**src/common/mcpt_regs.vh**
```
// register map, field positions and reset values of the multi channel pwm timer
`ifndef MCPT_REGS_VH
`define MCPT_REGS_VH

// register offsets (byte addresses, one word each)
`define MCPT_IR_OFF   8'h00
`define MCPT_TCR_OFF  8'h04
`define MCPT_TC_OFF   8'h08
`define MCPT_PR_OFF   8'h0c
`define MCPT_PC_OFF   8'h10
`define MCPT_MCR_OFF  8'h14
// first and last staged match word
`define MCPT_MATCH_LO_OFF 8'h18
`define MCPT_MATCH_HI_OFF 8'h30
`define MCPT_LER_OFF  8'h34
`define MCPT_PCR_OFF  8'h38
`define MCPT_IMR_OFF  8'h3c

// control register fields
`define MCPT_TCR_EN   0
`define MCPT_TCR_RST  1
`define MCPT_TCR_PWM  3

// match control: three bits per match register
`define MCPT_MCR_INT  0
`define MCPT_MCR_RST  1
`define MCPT_MCR_STP  2

// output control: double-edge selects at 6:2, enables at 14:9
`define MCPT_PCR_SEL_LO 2
`define MCPT_PCR_EN_LO  9

// reset values
`define MCPT_TCR_RESET 4'h0
`define MCPT_MR_RESET  32'h00000000
`define MCPT_PR_RESET  32'h00000000

`endif

```
**src/design/mcpt_prescale.v**
```verilog
// prescaler that turns the clock into counter advance pulses
`timescale 1ns/1ps
module mcpt_prescale #(
	parameter W = 32
) (
	input  wire         clk,
	input  wire         sys_rst,
	input  wire         run,
	input  wire         clear,
	input  wire [W-1:0] limit,
	output wire         tick,
	output wire [W-1:0] count
);
	reg [W-1:0] pc_q;

	// one tick every limit+1 clocks while running
	assign tick  = run & ~clear & (pc_q == limit);
	assign count = pc_q;

	// prescale counter, cleared on wrap or hold
	always @(posedge clk or posedge sys_rst) begin
		if (sys_rst) begin
			pc_q <= {W{1'b0}};
		end else if (clear) begin
			pc_q <= {W{1'b0}};
		end else if (run) begin
			if (pc_q == limit) begin
				pc_q <= {W{1'b0}};
			end else begin
				pc_q <= pc_q + {{(W-1){1'b0}}, 1'b1};
			end
		end
	end
endmodule // mcpt_prescale

```
**src/design/mcpt_top.v**
```verilog
// multi channel pwm timer: counter, seven match registers, six pulse outputs
//
// What this block does
// - a 32-bit counter advances on clock cycles divided by a 32-bit prescaler
// - seven match registers each compare with the counter and raise a match event
// - the cycle match register sets the period and, in pulse mode, resets the counter on match
// - single-edge outputs rise on each cycle match unless held constantly low
// - a single-edge output places its other edge with one more match register
// - double-edge outputs use a rise and a fall register; order gives pulse polarity
// - double-edge edges may sit at any count within the period
// - six single-edge, three double-edge, or any mix fitting the match registers
// - each match may continue, stop or reset the counter, with optional interrupt
// - period and width take any count; all outputs share one repetition rate
// - software releases new match values; in pulse mode they apply only in step with outputs, as a plain timer at once
// - with pulse mode off the block is a plain timer, matches still active
//
// Local design decisions: the address-and-strobe port and the register offsets.
`timescale 1ns/1ps
`include "mcpt_regs.vh"
module mcpt_top #(
	parameter CW = 32,
	parameter NM = 7
) (
	input  wire          clk,
	input  wire          sys_rst,
	input  wire [7:0]    reg_addr,
	input  wire [31:0]   reg_wdata,
	input  wire          reg_wr,
	input  wire          reg_rd,
	output reg  [31:0]   reg_rdata,
	output reg           irq,
	output reg  [6:1]    pwm_out
);
	// pick one kind of match action out of the match control word
	function [NM-1:0] mcr_pick;
		input [3*NM-1:0] mcr;
		input integer    kind;
		integer          k;
		begin
			mcr_pick = {NM{1'b0}};
			for (k = 0; k < NM; k = k + 1) begin
				mcr_pick[k] = mcr[3*k+kind];
			end
		end
	endfunction

	// true when the address falls on a match register word
	function is_mr;
		input [7:0] a;
		begin
			is_mr = (a >= `MCPT_MATCH_LO_OFF) && (a <= `MCPT_MATCH_HI_OFF) && (a[1:0] == 2'b00);
		end
	endfunction

	// index of the match register word at an address
	function [2:0] mr_idx;
		input [7:0] a;
		reg   [7:0] d;
		begin
			d      = a - `MCPT_MATCH_LO_OFF;
			mr_idx = d[4:2];
		end
	endfunction

	// software visible state
	reg [3:0]      tcr_q;
	reg [CW-1:0]   tc_q;
	reg [CW-1:0]   pr_q;
	reg [3*NM-1:0] mcr_q;
	reg [NM-1:0]   ler_q;
	reg [14:0]     pcr_q;
	reg [NM-1:0]   ir_q;
	reg [NM-1:0]   imr_q;
	reg [CW-1:0]   mr_sh_q  [0:NM-1];
	reg [CW-1:0]   mr_act_q [0:NM-1];

	// combinational results
	reg [NM-1:0]   hit;
	reg            do_rst;
	reg            do_stop;
	reg            apply;
	reg [NM-1:0]   ir_d;
	reg [NM-1:0]   ir_clr;
	reg [6:1]      pwm_d;
	reg            set_e;
	reg            clr_e;
	reg [31:0]     rd_d;
	reg            irq_d;

	// next values of the registers
	reg [CW-1:0]   tc_d;
	reg [3:0]      tcr_d;
	reg [NM-1:0]   ler_d;
	wire           tick;
	wire [CW-1:0]  pc_val;
	wire           run;
	wire           hold;
	wire           pwm_en;
	wire           wr_tcr;

	// decoded strobes and match actions
	wire           wr_tc;
	wire           wr_ler;
	wire           wr_mr;
	wire           wr_ir;
	wire           rd_ir;
	wire [NM-1:0]  int_en;
	wire [NM-1:0]  rst_en;
	wire [NM-1:0]  stp_en;
	integer        i;
	integer        n;
	integer        j;

	assign run    = tcr_q[`MCPT_TCR_EN];
	assign hold   = tcr_q[`MCPT_TCR_RST];
	assign pwm_en = tcr_q[`MCPT_TCR_PWM];
	assign wr_tcr = reg_wr && (reg_addr == `MCPT_TCR_OFF);

	// register strobes decoded once
	assign wr_tc  = reg_wr && (reg_addr == `MCPT_TC_OFF);
	assign wr_ler = reg_wr && (reg_addr == `MCPT_LER_OFF);
	assign wr_mr  = reg_wr && is_mr(reg_addr);
	assign wr_ir  = reg_wr && (reg_addr == `MCPT_IR_OFF);
	assign rd_ir  = reg_rd && (reg_addr == `MCPT_IR_OFF);

	// match actions split out of the match control word
	assign int_en = mcr_pick(mcr_q, `MCPT_MCR_INT);
	assign rst_en = mcr_pick(mcr_q, `MCPT_MCR_RST);
	assign stp_en = mcr_pick(mcr_q, `MCPT_MCR_STP);

	// prescaler feeding the counter
	// hold clears it too, so a restart begins on a full step
	mcpt_prescale #(
		.W(CW)
	) u_pre (
		.clk    (clk),
		.sys_rst(sys_rst),
		.run    (run),
		.clear  (hold),
		.limit  (pr_q),
		.tick   (tick),
		.count  (pc_val)
	);

	// match compare, one event per counter value
	always @* begin
		hit = {NM{1'b0}};
		// tick gates the compare so a held count gives no repeat event
		for (i = 0; i < NM; i = i + 1) begin
			hit[i] = tick & (tc_q == mr_act_q[i]);
		end
		// cycle match always restarts the period in pulse mode
		do_rst  = |(hit & rst_en) | (hit[0] & pwm_en);
		do_stop = |(hit & stp_en);
		// released values go live at period start, or at once as a plain timer
		apply   = pwm_en ? hit[0] : 1'b1;
	end

	// interrupt flags: read or write-one clears, a new match wins
	always @* begin
		ir_clr = {NM{1'b0}};
		if (rd_ir) begin
			ir_clr = ir_q;
		end else if (wr_ir) begin
			ir_clr = reg_wdata[NM-1:0];
		end
		// set term last so a match in the clearing cycle is kept
		ir_d  = (ir_q & ~ir_clr) | (hit & int_en);
		irq_d = |(ir_d & imr_q);
	end

	// pulse outputs: single edge rises on cycle match, double edge on its own
	// clear wins, so an edge match equal to the set match holds the output low
	always @* begin
		pwm_d = pwm_out;
		for (n = 1; n <= 6; n = n + 1) begin
			if ((n >= 2) && pcr_q[`MCPT_PCR_SEL_LO+n-2]) begin
				set_e = hit[n-1];
			end else begin
				set_e = hit[0];
			end
			clr_e = hit[n];
			if (!pwm_en || !pcr_q[`MCPT_PCR_EN_LO+n-1]) begin
				pwm_d[n] = 1'b0;
			end else if (clr_e) begin
				pwm_d[n] = 1'b0;
			end else if (set_e) begin
				pwm_d[n] = 1'b1;
			end
		end
		set_e = 1'b0;
		clr_e = 1'b0;
	end

	// read data mux
	// unmapped words and reserved bits read as zero, save output control bits 1:0 and 8:7, which read back as written
	always @* begin
		rd_d = 32'h00000000;
		if (reg_addr == `MCPT_IR_OFF) begin
			rd_d[NM-1:0] = ir_q;
		end else if (reg_addr == `MCPT_TCR_OFF) begin
			rd_d[3:0] = tcr_q;
		end else if (reg_addr == `MCPT_TC_OFF) begin
			rd_d = tc_q;
		end else if (reg_addr == `MCPT_PR_OFF) begin
			rd_d = pr_q;
		end else if (reg_addr == `MCPT_PC_OFF) begin
			rd_d = pc_val;
		end else if (reg_addr == `MCPT_MCR_OFF) begin
			rd_d[3*NM-1:0] = mcr_q;
		end else if (is_mr(reg_addr)) begin
			rd_d = mr_sh_q[mr_idx(reg_addr)];
		end else if (reg_addr == `MCPT_LER_OFF) begin
			rd_d[NM-1:0] = ler_q;
		end else if (reg_addr == `MCPT_PCR_OFF) begin
			rd_d[14:0] = pcr_q;
		end else if (reg_addr == `MCPT_IMR_OFF) begin
			rd_d[NM-1:0] = imr_q;
		end
	end

	// bus answer registered one cycle after the read strobe
	// zero outside the answer cycle so stale data never lingers
	always @(posedge clk or posedge sys_rst) begin
		if (sys_rst) begin
			reg_rdata <= 32'h00000000;
		end else if (reg_rd) begin
			reg_rdata <= rd_d;
		end else begin
			reg_rdata <= 32'h00000000;
		end
	end

	// control registers written by software
	// writes to read-only or unmapped words are dropped
	always @(posedge clk or posedge sys_rst) begin
		if (sys_rst) begin
			pr_q  <= `MCPT_PR_RESET;
			mcr_q <= {(3*NM){1'b0}};
			pcr_q <= 15'h0000;
			imr_q <= {NM{1'b0}};
		end else if (reg_wr) begin
			if (reg_addr == `MCPT_PR_OFF) begin
				pr_q <= reg_wdata;
			end else if (reg_addr == `MCPT_MCR_OFF) begin
				mcr_q <= reg_wdata[3*NM-1:0];
			end else if (reg_addr == `MCPT_PCR_OFF) begin
				pcr_q <= reg_wdata[14:0];
			end else if (reg_addr == `MCPT_IMR_OFF) begin
				imr_q <= reg_wdata[NM-1:0];
			end
		end
	end

	// timer control next value: a stop match drops the enable after any write
	always @* begin
		tcr_d = tcr_q;
		if (wr_tcr) begin
			tcr_d = {reg_wdata[3], 1'b0, reg_wdata[1:0]};
		end
		if (do_stop) begin
			tcr_d[`MCPT_TCR_EN] = 1'b0;
		end
	end

	// timer control register
	always @(posedge clk or posedge sys_rst) begin
		if (sys_rst) begin
			tcr_q <= `MCPT_TCR_RESET;
		end else begin
			tcr_q <= tcr_d;
		end
	end

	// counter next value: software write, hold, match reset, stop or advance
	// a stop match freezes the count on the value that matched unless do_rst clears it on the same tick
	always @* begin
		tc_d = tc_q;
		if (wr_tc) begin
			tc_d = reg_wdata;
		end else if (hold) begin
			tc_d = {CW{1'b0}};
		end else if (tick) begin
			if (do_rst) begin
				tc_d = {CW{1'b0}};
			end else if (!do_stop) begin
				tc_d = tc_q + {{(CW-1){1'b0}}, 1'b1};
			end
		end
	end

	// main counter register
	always @(posedge clk or posedge sys_rst) begin
		if (sys_rst) begin
			tc_q <= {CW{1'b0}};
		end else begin
			tc_q <= tc_d;
		end
	end

	// release bits: a release written with an apply stays pending
	always @* begin
		ler_d = apply ? {NM{1'b0}} : ler_q;
		if (wr_ler) begin
			ler_d = ler_d | reg_wdata[NM-1:0];
		end
	end

	// staged match values, live copies and release bits
	always @(posedge clk or posedge sys_rst) begin
		if (sys_rst) begin
			ler_q <= {NM{1'b0}};
			for (j = 0; j < NM; j = j + 1) begin
				mr_sh_q[j]  <= `MCPT_MR_RESET;
				mr_act_q[j] <= `MCPT_MR_RESET;
			end
		end else begin
			// live copies only move on apply, so a period keeps its settings
			if (apply) begin
				for (j = 0; j < NM; j = j + 1) begin
					if (ler_q[j]) begin
						mr_act_q[j] <= mr_sh_q[j];
					end
				end
			end
			ler_q <= ler_d;
			if (wr_mr) begin
				mr_sh_q[mr_idx(reg_addr)] <= reg_wdata;
			end
		end
	end

	// flags, interrupt line and outputs, all from flip-flops
	// registered so the pins never glitch on a compare
	always @(posedge clk or posedge sys_rst) begin
		if (sys_rst) begin
			ir_q    <= {NM{1'b0}};
			irq     <= 1'b0;
			pwm_out <= 6'h00;
		end else begin
			ir_q    <= ir_d;
			irq     <= irq_d;
			pwm_out <= pwm_d;
		end
	end
endmodule // mcpt_top

```
**config.mk**
```make
export PLATFORM = sky130hd
export DESIGN_NAME = mcpt_top
export DESIGN_NICKNAME = d
export VERILOG_FILES = /design/src/design/mcpt_prescale.v /design/src/design/mcpt_top.v
export VERILOG_INCLUDE_DIRS = /design/src /design/src/common
export SDC_FILE = /design/constraint.sdc
export NUM_CORES = 2
export LEC_CHECK = 0
export BUFFER_PORTS_ARGS = -buffer_cell sky130_fd_sc_hd__clkbuf_2
export CAP_MARGIN = 10
export CORE_ASPECT_RATIO = 1.2
export CORE_MARGIN = 10
export CORE_UTILIZATION = 28
export DETAILED_ROUTE_END_ITERATION = 6
export HOLD_SLACK_MARGIN = 0.15
export PLACE_DENSITY_LB_ADDON = 0.1
export SYNTH_ARGS = -nofsm -noshare
export SYNTH_HDL_FRONTEND = slang
export SYNTH_SLANG_ARGS = --single-unit
export TNS_END_PERCENT = 10
```
**constraint.sdc**
```tcl
create_clock -name clk -period 20.4 [get_ports clk]
set_input_delay 1.02 -clock clk [delete_from_list [all_inputs] [get_ports clk]]
set_output_delay 1.02 -clock clk [all_outputs]
set_load 0.02 [all_outputs]
```
==> flow_summary.yaml <==
cells_and_area:
  seq_area_um2: 16100
  final_area_um2: 36100
  drive_gt1_frac: 0.328
  finalNetCount: 2641
  num-fill-cells: 11200
  area_delta_synth_final_pct: 14.5
  multi_input_area_um2: 14500
clock_tree:
  insertion_delay_ns: 0.66
  clkSlewWorstSetupHoldPaths_ns: 0.06
  cts_setup_buffers: 0
  cts-resized-gates: 0
  root_buffer: "clkbuf_16"
  clk_path_buf_depth: 3
  hold_buffers: 0
  h-tree-depth: 3
  cts.sinks: 643
  cts_inserted_buffers: 76
  cts_tree: "yes"
die:
  dieArea_um2: 126000
  std_cell_rows: 134
  core_area_um2: 111000
  initial_core_util: 0.283
  die_h_um: 388
  die_x_um: 326
  io_pins: 83
synthesis:
  synth_warnings: 0
  synthFlopType: "dfrtp_1"
  synth_edf_count: 0
  avgSynthCellArea_um2: 12.3
  syn_inst: 2554
  netlist_area_um2: 31500
  async_reset_ff_frac: 1.00
  syn_nets: 2604
  synth_seq_cells: 643
  synth_cell_types: 81
  ys_seq_area_frac: 0.510
route:
  ant_nets: 0
  drt-initial-drc-count: 1721
  first_pass_iters: 5
  drc: 0
  wl_per_cell_um: 30.3
  vias: 21600
  viasPerCell: 5.21
  drt_wl_total_mm: 126
run:
  drv_cap: 0
power_and_ir_drop:
  p_per_area_nw_per_um2: 83.3
  peakVddDrop_uv: 49.9
  p_leak_nw: 17.5
timing:
  worstMarginPinSlew_ns: 1.18
  period_needed_ns: 4.80
  relSlewSlack: 0.213
  fmax_mhz: 208
  rsz0062_at_grt: "no"
  finalHoldViolations: 0
  min_period_over_period: 0.235
  finalSetupViolations: 0
  hold_ws_ns: 0.488
  report.final.slew_viol_count: 0
  finalSetupTns_ns: 0
  finClkSkew_ns: 0.0313
worst_setup_path:
  arrival_ns: 5.33
  cp.required_ns: 20.93
  cp_max_fo: 21
  ff2ff_path_depth: 9
  start_kind: "flop"
  crit_type: "reg2reg"
  end_kind: "flop"
  r2r_setup_slack_ns: 15.60
placement:
  port_buffers: 82
  gp_congestion: 0.854
  place_area_um2: 33500
  dp_hpwl_mm: 89.8
global_routing:
  grt_util_all_layers: 0.194
  first_global_vias: 22600
  grt_pass1_wl_mm: 178
  overflow: 0
  antenna_found_initial: 5
  grt_max_degree: 113
min_path:
  hp-class: "reg2reg"
  hold_depth: 2
status:
  outcome: "finished clean"
==> layout make-up <==
class                      instances  share of cell area
inverter                          24             0.00271
clock buffer                      99              0.0587
tap                             1496              0.0519
timing repair buffer             144              0.0243
sequential                       643               0.446
multi-input combinational       1702               0.403
clock inverter                    36              0.0130
antenna                            5            0.000347
==> report_power, final <==
part	switching, W	internal (W)
Combinational	0.000157	0.0000673
Clock	0.000599	0.000840
Sequential	0.0000360	0.00131
==> cells by family (layout without fill, tap and decap cells) <==
family	count (synthesis)	in the layout	share of synthesized area
flip-flops	643	643	0.510
multiplexers	639	639	0.237
AND/OR/NAND/NOR	470	470	0.0761
AO/OA/AOI/OAI	327	327	0.0701
XOR/XNOR	260	260	0.0734
buffers and inverters	209	303	0.0309
adder cells (fa/ha/maj)	6	6	0.00238
other	0	5	0
==> synthesized netlist by cell type, types with 4 or more instances <==
cell / count / area (µm²)
dfrtp_1: 643 / 16100
mux2_2: 513 / 5780
xor2_1: 254 / 2220
nand2_1: 152 / 571
o21ai_0: 120 / 601
clkbuf_1: 83 / 312
mux2i_1: 75 / 751
nand3_1: 69 / 345
nor4_1: 66 / 413
nor2_1: 59 / 221
buf_1: 52 / 195
mux4_2: 32 / 721
a22oi_1: 29 / 218
inv_1: 24 / 90.1
a21oi_1: 23 / 115
buf_4: 23 / 173
o211ai_1: 23 / 173
o31ai_1: 20 / 150
mux2_1: 19 / 214
nand4_1: 19 / 119
a31oi_1: 18 / 113
nor3_1: 18 / 90.1
a221oi_1: 16 / 140
buf_2: 15 / 75.1
and3_1: 13 / 81.3
or3_1: 13 / 81.3
buf_6: 11 / 124
o211a_1: 11 / 110
a22o_1: 9 / 78.8
nor2b_1: 9 / 56.3
and2_1: 8 / 50.1
nand2b_1: 8 / 50.1
a221o_1: 7 / 70.1
or2_2: 7 / 43.8
ha_1: 6 / 75.1
o311ai_0: 6 / 52.6
o41ai_1: 6 / 52.6
o21a_1: 5 / 37.5
xor2_2: 5 / 81.3
and4_1: 4 / 35.0
o2111a_1: 4 / 45.0
o22ai_1: 4 / 25.0
==> sequential cells by signal, summed over array words and instances, names as in the netlist, 6 cells and up <==
signal,cells
reg_rdata,32
mcr_q,21
mr_sh_q,224
tc_q,32
pcr_q,15
pr_q,32
imr_q,7
u_pre.count,32
ir_q,7
pwm_out,6
mr_act_q,224
ler_q,7
==> path summary, 6_finish.rpt <==
kind,start,end
min reg2reg,ir_q[4],reg_rdata[4]
max,tc_q[2],tc_q[24]
min in group asynchronous,sys_rst,u_pre.count[28]
max in group asynchronous,sys_rst,mr_sh_q[131]
max reg2reg,tc_q[2],tc_q[24]
min,ir_q[4],reg_rdata[4]
==> per-layer routing <==
metal  vias to the layer above  part of all wire  routed length (µm)  global-route usage
met4                         0             0.032                4010              0.0640
met3                       152             0.039                4870              0.0240
met5                         -                 0                   0                   0
met1                     11600              0.42               52700               0.242
met2                       549              0.51               64100               0.343
li1                       9333                 -                   -                   -
==> critical path: stages, from the launching register on <==
cell	delay (ns)
dfrtp_1	0.79
xor2_1	0.28
nor4_1	0.53
nand4_1	0.36
nor2_1	0.79
nand2_1	0.22
and4b_1	0.48
nand2_1	0.77
o31ai_1	0.16
a221o_1	0.29
==> metrics by stage <==
| stage | worst slack [ns] | utilization | total power [W] | std cells |
|---|---|---|---|---|
| after floorplan | 1.37 | - | 0.00148 | 2554 |
| after global placement | 15.12 | 0.300 | 0.00159 | 4008 |
| after detailed placement | 15.04 | 0.300 | 0.00160 | 4008 |
| after CTS | 15.59 | 0.323 | 0.00305 | 4143 |
| after global routing | 15.49 | 0.324 | 0.00311 | 4146 |
| final | 15.60 | 0.324 | 0.00301 | 4149 |
==> layout by cell type (no fill, tap or decap), types with 63 or more instances in the layout <==
cell and instances:
xor2_1 254, buf_4 63, mux2_2 513, dfrtp_1 643, nor4_1 66, nand3_1 67, o21ai_0 120, clkbuf_2 80
nand2_1 143, mux2i_1 75, clkbuf_16 76
No activity file was read; power rests on OpenSTA's default activity.
